File: config.mk
export PLATFORM = sky130hd
export DESIGN_NAME = cba_top
export DESIGN_NICKNAME = d
export VERILOG_FILES = /design/src/cba_pkg.sv /design/src/cba_rand.sv /design/src/cba_tick.sv /design/src/cba_top.sv
export SDC_FILE = /design/constraint.sdc
export NUM_CORES = 1
export LEC_CHECK = 0
export BUFFER_PORTS_ARGS = -buffer_cell sky130_fd_sc_hd__buf_4
export CORE_UTILIZATION = 55
export DETAILED_ROUTE_END_ITERATION = 6
export PLACE_DENSITY = 0.76
export SETUP_SLACK_MARGIN = 0.05
export SLEW_MARGIN = 20
export SYNTH_ARGS = -nofsm -noshare
export SYNTH_HDL_FRONTEND = slang
export SYNTH_SLANG_ARGS = --single-unit
File: constraint.sdc
create_clock -name i_clk -period 24.2 [get_ports i_clk]
set_input_delay 2.42 -clock i_clk [delete_from_list [all_inputs] [get_ports i_clk]]
set_output_delay 2.42 -clock i_clk [all_outputs]
set_load 0.02 [all_outputs]
File: src/cba_pkg.sv
// Purpose: Shared constants for the channel-busy backoff controller
// Assumes: 25 MHz system clock, 32-bit classic Wishbone register access
// Notes:   Byte offsets of the register words are aligned to four
package cba_pkg;

   // Clock and tick timing
   localparam int unsigned CLK_HZ        = 25000000;
   localparam int unsigned TICK_MS       = 1;
   localparam int unsigned TICK_CYC      = (CLK_HZ / 1000) * TICK_MS;
   // Busy-bit latency from remote start, in ms
   localparam int unsigned BUSY_LAT_MS   = 5;
   localparam int unsigned BUSY_LAT_TICKS = BUSY_LAT_MS / TICK_MS;

   // Register byte offsets
   localparam logic [7:0] REG_CTRL   = 8'h00;
   localparam logic [7:0] REG_TIMING = 8'h04;
   localparam logic [7:0] REG_STATUS = 8'h08;

   // Control register fields
   localparam int unsigned CTRL_MODE_LO   = 0;   // 2 bits: avoidance mode
   localparam int unsigned CTRL_MASTER    = 2;   // 1 master, 0 remote
   localparam int unsigned CTRL_METHOD    = 3;   // 0 retry after, 1 delay before
   // Timing register fields
   localparam int unsigned TIM_SLOTS_LO   = 0;   // 5 bits, 1..16
   localparam int unsigned TIM_SLOTMS_LO  = 8;   // 8 bits, 1..255
   // Status register fields
   localparam int unsigned ST_BUSY_TX     = 0;
   localparam int unsigned ST_CHAN_BUSY   = 1;
   localparam int unsigned ST_BACKOFF     = 2;
   localparam int unsigned ST_TX_EN       = 3;
   localparam int unsigned ST_STATE_LO    = 4;   // 4 bits state code

   // Avoidance modes
   localparam logic [1:0] MODE_OFF     = 2'h0;
   localparam logic [1:0] MODE_DIGITAL = 2'h1;

   // Reset values and slot-count limit
   localparam logic [31:0] CTRL_RST   = 32'h0000_0001;
   localparam logic [4:0]  SLOTS_RST  = 5'h01;
   localparam logic [7:0]  SLOTMS_RST = 8'h01;
   localparam logic [4:0]  SLOTS_MAX  = 5'h10;

   // LFSR seed and taps (16-bit maximal)
   localparam logic [15:0] LFSR_SEED  = 16'hace1;
   localparam logic [15:0] LFSR_TAPS  = 16'hb400;

   // Remote state machine, one-hot
   typedef enum logic [3:0] {
      ST_IDLE = 4'b0001,
      ST_WAIT = 4'b0010,
      ST_BOFF = 4'b0100,
      ST_SEND = 4'b1000
   } cba_state_t;

endpackage : cba_pkg

File: src/cba_rand.sv
// Purpose: Random slot multiplier source
// Assumes: Free-running LFSR, one value per draw
// Notes:   Modulo fold keeps every 1..max reachable, slight bias accepted
`timescale 1ns/10ps
`default_nettype none
module cba_rand
   import cba_pkg::*;
(
   // Clock and reset
   input  wire logic       i_clk,
   input  wire logic       i_rst,
   // Draw request
   input  wire logic [4:0] i_max,
   output logic      [4:0] o_mult
);
   logic [15:0] lfsr_ff;
   logic [4:0]  max_c;

   always_ff @(posedge i_clk) begin
      if (i_rst) begin
         lfsr_ff <= LFSR_SEED;
      end else begin
         lfsr_ff <= lfsr_ff[0] ? ((lfsr_ff >> 1) ^ LFSR_TAPS) : (lfsr_ff >> 1);
      end
   end

   always_comb begin
      max_c = (i_max == 5'h00) ? 5'h01 : i_max;
      o_mult = 5'((lfsr_ff[7:0] % 8'(max_c)) + 8'h01);
   end
endmodule : cba_rand
`default_nettype wire

File: src/cba_tick.sv
// Purpose: Millisecond tick divider
// Assumes: One system clock, synchronous active-high reset
// Notes:   Tick is a one-cycle enable pulse
`timescale 1ns/10ps
`default_nettype none
module cba_tick
   import cba_pkg::*;
#(
   parameter int unsigned DIV = TICK_CYC
) (
   // Clock and reset
   input  wire logic i_clk,
   input  wire logic i_rst,
   // Tick out
   output logic      o_tick
);
   logic [15:0] cnt_ff;

   always_ff @(posedge i_clk) begin
      if (i_rst) begin
         cnt_ff <= 16'h0000;
         o_tick <= 1'b0;
      end else if (cnt_ff == 16'(DIV - 1)) begin
         cnt_ff <= 16'h0000;
         o_tick <= 1'b1;
      end else begin
         cnt_ff <= cnt_ff + 16'h0001;
         o_tick <= 1'b0;
      end
   end
endmodule : cba_tick
`default_nettype wire

File: src/cba_top.sv
// Purpose: Digital collision avoidance for a point-to-multipoint modem
// Assumes: Rx link status inputs come from other clock-domain pins
// Notes:   Registers over classic Wishbone, 32-bit words
`timescale 1ns/10ps
`default_nettype none
module cba_top
   import cba_pkg::*;
#(
   parameter int unsigned TICK_DIV = TICK_CYC
) (
   // Clock and reset
   input  wire logic        i_clk,
   input  wire logic        i_rst,
   // Wishbone slave
   input  wire logic        i_wb_cyc,
   input  wire logic        i_wb_stb,
   input  wire logic        i_wb_we,
   input  wire logic [7:0]  i_wb_adr,
   input  wire logic [3:0]  i_wb_sel,
   input  wire logic [31:0] i_wb_dat,
   output logic      [31:0] o_wb_dat,
   output logic             o_wb_ack,
   // Radio receive side (asynchronous)
   input  wire logic        i_rx_valid,
   input  wire logic        i_rx_sig_present,
   input  wire logic        i_rx_sig_busy,
   // User data path
   input  wire logic        i_data_ready,
   output logic             o_tx_enable,
   output logic             o_sig_busy
);
   logic [31:0] ctrl_ff;
   logic [4:0]  slots_ff;
   logic [7:0]  slotms_ff;
   logic [2:0]  rxv_ff;
   logic [2:0]  rxp_ff;
   logic [2:0]  rxb_ff;
   logic        tick;
   logic [4:0]  mult;
   logic [2:0]  lat_ff;
   logic        busy_ff;
   logic [11:0] boff_ff;
   logic [11:0] nxt_boff;
   logic        tx_ff;
   cba_state_t  state_ff;
   cba_state_t  nxt_state;
   logic        is_off;
   logic        is_master;
   logic        delay_before;
   logic        chan_busy;
   logic        draw;
   logic        wb_req;
   logic        wb_wr;
   logic        wb_rd;

   // Clamp a written slot count into 1..max
   function automatic logic [4:0] clamp_slots(input logic [4:0] v);
      if (v == 5'h00) begin
         return 5'h01;
      end else if (v > SLOTS_MAX) begin
         return SLOTS_MAX;
      end
      return v;
   endfunction : clamp_slots

   // Zero slot time would end every backoff at once
   function automatic logic [7:0] clamp_slotms(input logic [7:0] v);
      return (v == 8'h00) ? 8'h01 : v;
   endfunction : clamp_slotms

   // Timing word as software reads it back
   function automatic logic [31:0] timing_word(input logic [4:0] n, input logic [7:0] ms);
      logic [31:0] w;
      w = 32'h0000_0000;
      w[TIM_SLOTS_LO +: 5]  = n;
      w[TIM_SLOTMS_LO +: 8] = ms;
      return w;
   endfunction : timing_word

   // Status word: state code and live flags
   function automatic logic [31:0] status_word(input cba_state_t s, input logic tx,
                                               input logic cbusy, input logic bbusy);
      logic [31:0] w;
      w = 32'h0000_0000;
      w[ST_STATE_LO +: 4] = s;
      w[ST_TX_EN]         = tx;
      w[ST_BACKOFF]       = (s == ST_BOFF);
      w[ST_CHAN_BUSY]     = cbusy;
      w[ST_BUSY_TX]       = bbusy;
      return w;
   endfunction : status_word

   cba_tick #(.DIV(TICK_DIV)) u_tick (
      .i_clk  (i_clk),
      .i_rst  (i_rst),
      .o_tick (tick)
   );

   cba_rand u_rand (
      .i_clk  (i_clk),
      .i_rst  (i_rst),
      .i_max  (slots_ff),
      .o_mult (mult)
   );

   // Three-stage synchronisers; stage 0 feeds only stage 1
   always_ff @(posedge i_clk) begin
      if (i_rst) begin
         rxv_ff <= 3'h0;
      end else begin
         rxv_ff <= {rxv_ff[1:0], i_rx_valid};
      end
   end

   always_ff @(posedge i_clk) begin
      if (i_rst) begin
         rxp_ff <= 3'h0;
      end else begin
         rxp_ff <= {rxp_ff[1:0], i_rx_sig_present};
      end
   end

   always_ff @(posedge i_clk) begin
      if (i_rst) begin
         rxb_ff <= 3'h0;
      end else begin
         rxb_ff <= {rxb_ff[1:0], i_rx_sig_busy};
      end
   end

   // Bus decode; a write lands only at the edge that sees ack high
   always_comb begin
      wb_req = i_wb_cyc && i_wb_stb;
      wb_wr  = wb_req && i_wb_we && o_wb_ack;
      wb_rd  = wb_req && !i_wb_we && !o_wb_ack;
   end

   // Wishbone: one-cycle ack, dropped after each beat
   always_ff @(posedge i_clk) begin
      if (i_rst) begin
         o_wb_ack <= 1'b0;
      end else begin
         o_wb_ack <= wb_req && !o_wb_ack;
      end
   end

   always_ff @(posedge i_clk) begin
      if (i_rst) begin
         ctrl_ff <= CTRL_RST;
      end else if (wb_wr && i_wb_adr == REG_CTRL && i_wb_sel[0]) begin
         ctrl_ff <= {28'h0000000, i_wb_dat[3:0]};
      end
   end

   // Out-of-range values are clamped to the legal span
   always_ff @(posedge i_clk) begin
      if (i_rst) begin
         slots_ff <= SLOTS_RST;
      end else if (wb_wr && i_wb_adr == REG_TIMING && i_wb_sel[0]) begin
         slots_ff <= clamp_slots(i_wb_dat[TIM_SLOTS_LO +: 5]);
      end
   end

   always_ff @(posedge i_clk) begin
      if (i_rst) begin
         slotms_ff <= SLOTMS_RST;
      end else if (wb_wr && i_wb_adr == REG_TIMING && i_wb_sel[1]) begin
         slotms_ff <= clamp_slotms(i_wb_dat[TIM_SLOTMS_LO +: 8]);
      end
   end

   always_ff @(posedge i_clk) begin
      if (i_rst) begin
         o_wb_dat <= 32'h0000_0000;
      end else if (wb_rd) begin
         case (i_wb_adr)
            REG_CTRL:   o_wb_dat <= ctrl_ff;
            REG_TIMING: o_wb_dat <= timing_word(slots_ff, slotms_ff);
            REG_STATUS: o_wb_dat <= status_word(state_ff, tx_ff, chan_busy, busy_ff);
            default:    o_wb_dat <= 32'h0000_0000;
         endcase
      end
   end

   always_comb begin
      is_off       = ctrl_ff[CTRL_MODE_LO +: 2] != MODE_DIGITAL;
      is_master    = ctrl_ff[CTRL_MASTER];
      delay_before = ctrl_ff[CTRL_METHOD];
      chan_busy    = !rxp_ff[2] || rxb_ff[2];
   end

   always_ff @(posedge i_clk) begin
      if (i_rst || is_off || !is_master || !rxv_ff[2]) begin
         lat_ff <= 3'h0;
      end else if (tick && !busy_ff && lat_ff != 3'(BUSY_LAT_TICKS - 1)) begin
         lat_ff <= lat_ff + 3'h1;
      end
   end

   always_ff @(posedge i_clk) begin
      if (i_rst || is_off || !is_master || !rxv_ff[2]) begin
         busy_ff <= 1'b0;
      end else if (tick && lat_ff == 3'(BUSY_LAT_TICKS - 1)) begin
         busy_ff <= 1'b1;
      end
   end

   assign o_sig_busy = busy_ff;

   // Remote transmit state machine
   always_comb begin
      nxt_state = state_ff;
      nxt_boff  = boff_ff;
      draw      = 1'b0;
      case (state_ff)
         ST_IDLE: begin
            if (i_data_ready) begin
               if (delay_before) begin
                  draw      = 1'b1;
                  nxt_state = ST_BOFF;
               end else begin
                  nxt_state = ST_WAIT;
               end
            end
         end
         ST_WAIT: begin
            if (!i_data_ready) begin
               nxt_state = ST_IDLE;
            end else if (chan_busy) begin
               draw      = 1'b1;
               nxt_state = ST_BOFF;
            end else begin
               nxt_state = ST_SEND;
            end
         end
         ST_BOFF: begin
            if (boff_ff == 12'h000) begin
               nxt_state = ST_WAIT;
            end else if (tick) begin
               nxt_boff = boff_ff - 12'h001;
            end
         end
         ST_SEND: begin
            if (!i_data_ready) begin
               nxt_state = ST_IDLE;
            end
         end
         default: nxt_state = ST_IDLE;
      endcase
      if (draw) begin
         nxt_boff = 12'(mult) * 12'(slotms_ff);
      end
   end

   always_ff @(posedge i_clk) begin
      if (i_rst || is_off || is_master) begin
         state_ff <= ST_IDLE;
         boff_ff  <= 12'h000;
      end else begin
         state_ff <= nxt_state;
         boff_ff  <= nxt_boff;
      end
   end

   always_ff @(posedge i_clk) begin
      if (i_rst) begin
         tx_ff <= 1'b0;
      end else if (is_off) begin
         tx_ff <= i_data_ready;
      end else if (is_master) begin
         tx_ff <= 1'b1;
      end else begin
         tx_ff <= (nxt_state == ST_SEND);
      end
   end

   assign o_tx_enable = tx_ff;

endmodule : cba_top
`default_nettype wire

; Word-level counts from Yosys, hierarchy flattened
; Cells that the tools add are included.
[op_classes]
n_lt_le_gt_ge = 1
n_mux = 30
n_addsub = 4
eq_ne = 12
reduce_logical = 34
bitwise_logic = 1
multipliers = 1
n_div = 1
[ops]
columns = operator, n
row1 = 12-bit 2-to-1 mux, 4
row2 = 16-bit one-hot mux with 3 select lines, 1
row3 = 4-bit 2-to-1 mux, 5
row4 = 5-bit 2-to-1 mux, 4
row5 = 16-bit by 1-bit adder with 16-bit output (second input constant), 1
row6 = 16-bit by 15-bit == test with 1-bit output (second input constant), 1
row7 = 8-bit zero test, 2
row8 = 16-bit 2-to-1 mux, 1
row9 = 4-bit one-hot mux with 4 select lines, 1
row10 = 1-bit logical AND, 14
row11 = 12-bit zero test, 1
row12 = 5-bit by 8-bit multiplier with 12-bit output, 1
row13 = 12-bit by 1-bit subtractor with 12-bit output (second input constant), 1
row14 = 1-bit 2-to-1 mux, 11
row15 = 5-bit zero test, 2
row16 = 4-bit == test (second input constant), 2
row17 = 8-bit by 3-bit == test with 1-bit output (second input constant), 1
row18 = 8-bit by 4-bit == test with 1-bit output (second input constant), 1
row19 = 8-bit by 5-bit modulo with 8-bit output, 1
row20 = 8-bit 2-to-1 mux, 1
row21 = 1-bit zero test, 6
row22 = 5-bit by 1-bit adder with 5-bit output (second input constant), 1
row23 = 5-bit greater-than comparator (second input constant), 1
row24 = 1-bit logical OR, 5
row25 = other kinds (14), 15
[totals]
in_bits = 53
word_cells = 100
regBits = 113
output_inout_bits = 35

; Logic depth before layout (Yosys ltp)
[depth]
word_depth = 8
depth_mapped = 84
depth_no_buf = 80

; By module
; A second synthesis with hierarchy kept.
[hier_totals]
hier_cells = 792
hier_area_um2 = 6867.8
[by_module_without_submodules]
columns = module, area_per_inst_um2, cells_per_inst, n_inst, seq_area_each_um2
row1 = cba_top, 4082.7, 463, 1, 1281.2
row2 = cba_rand, 2018.2, 245, 1, 320.3
row3 = cba_tick, 767.0, 84, 1, 340.3

; Worst setup path before layout
; No wires, ideal clock.
[synth_timing]
path_type = flip-flop to flip-flop
from = register slots_ff[4]
to = register boff_ff[11]
setup_time_ps = 117
period_less_slack_ps = 16103
path_slack_ps = 8097
arrival_time_ps = 15986
path_stages_with_launch = 81
required_time_ps = 24083
n_path_buf = 4
cell_sequence = dfxtp_1 -> nor4_4 -> or2_2 -> clkbuf_1 -> inv_1 -> ha_1 -> or4b_1 -> o211ai_1 -> a21oi_1 -> ha_1 -> and4b_1 -> a21oi_1 -> a21o_1 -> mux2_2 -> ha_1 -> o211a_1 -> o21ai_0 -> a21oi_1 -> [45 not listed] -> a41oi_2 -> nand2_1 -> fa_1 -> fa_1 -> fa_1 -> inv_1 -> ha_1 -> a21oi_1 -> o21bai_1 -> a21oi_1 -> o21bai_1 -> a21oi_1 -> o21bai_1 -> a21oi_1 -> xnor2_1 -> or3_1 -> mux2i_1 -> nor2_1
[synth_via]
elab_chain_len = 6
[synth_rtl]
columns = item, line
row1 = "start, declared", cba_top.sv:33  ; logic [4:0] slots_ff;
row2 = "start signal, assigned", cba_top.sv:160  ; slots_ff <= clamp_slots(i_wb_dat[TIM_SLOTS_LO +: 5]);
row3 = 5-bit zero test, cba_rand.sv:28  ; max_c = (i_max == 5'h00) ? 5'h01 : i_max;
row4 = 5-bit 2-to-1 mux (*), cba_rand.sv:28
row5 = 8-bit by 5-bit modulo with 8-bit output (*), cba_rand.sv:29  ; o_mult = 5'((lfsr_ff[7:0] % 8'(max_c)) + 8'h01);
row6 = 5-bit by 1-bit adder with 5-bit output (*), cba_rand.sv:29
row7 = 5-bit by 8-bit multiplier with 12-bit output (*), cba_top.sv:251  ; nxt_boff = 12'(mult) * 12'(slotms_ff);
row8 = 12-bit 2-to-1 mux (*), cba_top.sv:250  ; if (draw) begin
row9 = "end signal, assigned", cba_top.sv:261  ; boff_ff <= nxt_boff;
row10 = "end, declared", cba_top.sv:42  ; logic [11:0] boff_ff;
; Every way passes the cells marked *; elsewhere a longest branch is shown, timed or not.
; A chain may end at the register's enable or synchronous reset.

; Final worst setup path
; Same ends and word-level chain as after synthesis.

==> metrics.txt <==
final hold viol count=0; io pins=between 80 and 90; final setup vio count=0; minimum clock period=about 19000 ps; post-cts resize count=0; TritonCTS sink count=97; max incr delay on CP=around 700 ps; drt pass-1 iters=5; Root Driver=clkbuf_16; Overflow after GRT=0; setup ws final=between 5000 and 6000 ps; Post-Route Skew=about 4.8 ps; portion of the clock cycle consumed by the worst path in the final layout=roughly 80%; CP startpoint=slots_ff[4]; TritonCTS Buffers=9; Via density=approximately 5.7; Routed WL per cell=14.7 um; Cell Rows=40; EDFF count, synth=0; Post-CTS Hold Buffers=0; Tot GR Track Use=23.9%; fmax=roughly 53 MHz; detailed placement HPWL=~11000 um; min-delay src=u_rand.lfsr_ff[8]; Die Wd=between 100 and 150 um; layout cell share with drive strength beyond 1=10.7%; vias=around 5700; final WL=14700 um; Fin Setup TNS=0 ps; Synth Area per Inst=roughly 8.3 um^2; Reg2Reg Depth=77; status=finished clean; core area=12000 um^2; Place WS=5490 ps; max cap viols=0; Max H-tree Level=3; Seq cells post-synth=97; hold crit path type=reg -> reg; worst-case clock buffer depth=2; most frequent CP cell=a21oi_1; VDD IR max=between 0.1 and 0.15 mV; crit path capture type=register; # nets final=around 1000; 1st-iter DRT viols=approximately 230; antenna-violating nets left=0; first-pass GRT wire length=between 20000 and 25000 um; post-CTS setup repair buffer count=0; PwrDens=142 nW/um^2; Crit path arrival time=19260 ps; largest net degree at the start of global routing=66; total power draw=around 0.0011 W; post-synthesis cell count=821; area grow syn2layout=10.5%; Seq/Total Area, Yosys=between 20% and 30%; Worst slew margin=~41%; RSZ-0062 raised after global routing=false; I/O Buffers=50; Die Area=about 13000 um^2; Worst-path clk slew=approximately 70 ps; worst endpoint required time=roughly 24000 ps; Synth Flop Type=dfxtp_1; Worst Max-Slew Pin Slew=slightly below 900 ps; startpoint types=register; post-synth cell types=66; Post-synth ARST share=0%; vias in the first global route=5449; Critical-path top delay cell=a21oi_1; GPL Wtd Cong=between 0.8 and 0.9; most common cell after layout, fill and taps aside=dfxtp_1; critical path endpoint=boff_ff[11]; initial antenna violation count=0; Skew-Pair Late Insertion Delay=approximately 340 ps; Synth Warn #=0; Critical R2R Launch=slots_ff[4]; Lkg Pwr=between 3 and 4 nW; area of the mapped netlist=~6800 um^2; R2R Path End=boff_ff[11]; CTS tree=built; fin. max-slew vios=0; Antenna diodes=0; Final Util=62.5%; crit path max fanout=11; r2r setup slk=about 5200 ps; Initial Utilization=56.6%; commonest non-fill, non-tap cells in the layout=97 x dfxtp_1, 87 x nor2_1, 65 x inv_1; drc violations=0; Die H=between 100 and 150 um; critical path type=reg -> reg
## report_power, final
| group | total (W) | internal, W | switching, W |
|---|---|---|---|
| clock network | 0.000149 | 0.0000854 | 0.0000640 |
| registers | 0.000166 | 0.000163 | 0.00000260 |
| logic | 0.000749 | 0.000304 | 0.000444 |
## worst min-delay path by stage
| stage | depth (start not counted) | to | slack (ps) |
|---|---|---|---|
| final | 1 | u_rand.lfsr_ff[7] | 420 |
| after global routing | 1 | u_rand.lfsr_ff[11] | 430 |
| after CTS | 1 | u_rand.lfsr_ff[7] | 420 |
| after detailed placement | 1 | u_rand.lfsr_ff[11] | 410 |
| after global placement | 1 | u_rand.lfsr_ff[11] | 400 |
| after floorplan | 1 | u_rand.lfsr_ff[11] | 390 |
## synthesized netlist by cell type, types with 5 or more instances
cell type,n,share of area [%]
nor4_1,12,1.1
a21oi_1,52,3.8
or3_1,7,0.64
a21o_1,13,1.4
nor2b_1,27,2.5
fa_1,18,5.3
xnor2_1,35,4.5
and3_1,7,0.64
inv_1,65,3.6
clkbuf_1,26,1.4
o21ai_0,23,1.7
nor3_1,15,1.1
a22oi_1,6,0.66
mux2i_1,23,3.4
or2_2,9,0.83
ha_1,53,9.8
nor2_1,87,4.8
mux2_2,5,0.83
nand3_1,25,1.8
dfxtp_1,97,29
nand2_1,60,3.3
a211oi_1,13,1.4
buf_4,16,1.8
and2_1,26,2.4
xor2_1,21,2.7
nand2b_1,11,1.0
o21bai_1,5,0.55
## flip-flops by register name, indices dropped and copies added, names as in the netlist
register	count
o_wb_ack	1
boff_ff	12
o_wb_dat	16
o_tx_enable	1
u_rand.lfsr_ff	16
rxv_ff	3
slots_ff	5
u_tick.o_tick	1
lat_ff	3
rxp_ff	3
rxb_ff	3
state_ff	4
o_sig_busy	1
slotms_ff	8
u_tick.cnt_ff	16
ctrl_ff	4
## worst max-delay path: cells and delay by family (launching register included)
kind / cells / cell delay (ps)
AOI/OAI and AO/OA: 31 / 6860
xor gates and xnor gates: 4 / 870
adders and majority gates: 12 / 4610
buffers and inverters: 5 / 480
DFF: 1 / 420
muxes: 4 / 1330
and+or+nand+nor: 21 / 4330
## cell families after synthesis
group / count (synthesis) / synth area share, %
multiplexers: 30 / 4.64
XOR/XNOR: 57 / 7.45
AND/OR/NAND/NOR: 308 / 23.0
buffers and inverters: 110 / 7.10
other: 1 / 0.0552
AO/OA/AOI/OAI: 147 / 14.2
flip-flops: 97 / 28.6
adder cells (fa/ha/maj): 71 / 15.1
## area by class of cell
cell class,count,area [um^2]
fillers,1044,4500
clock inverters,6,83.8
flip-flops and latches,97,1940
well taps,147,184
inverters,65,244
clock buffers,10,239
repair buffers,50,375
multi-input cells,629,4440
## stage by stage
stage / hold WS [ps] / cell area (um^2) / instances
floorplan: 389 / 6850 / 836
global placement: 403 / 7170 / 988
detailed placement: 407 / 7170 / 988
CTS: 420 / 7500 / 1004
global route: 430 / 7510 / 1004
finish: 417 / 7510 / 1004
## routing by layer
metal  vias to the layer above  global-route usage, %  wire, um
li1                       2835                      -         -
met1                      2726                   30.6      6710
met2                       154                   42.0      7240
met3                        16                   3.54       620
met4                         0                   6.14       163
met5                         -                      0         0
(Power assumes the default switching activity.)
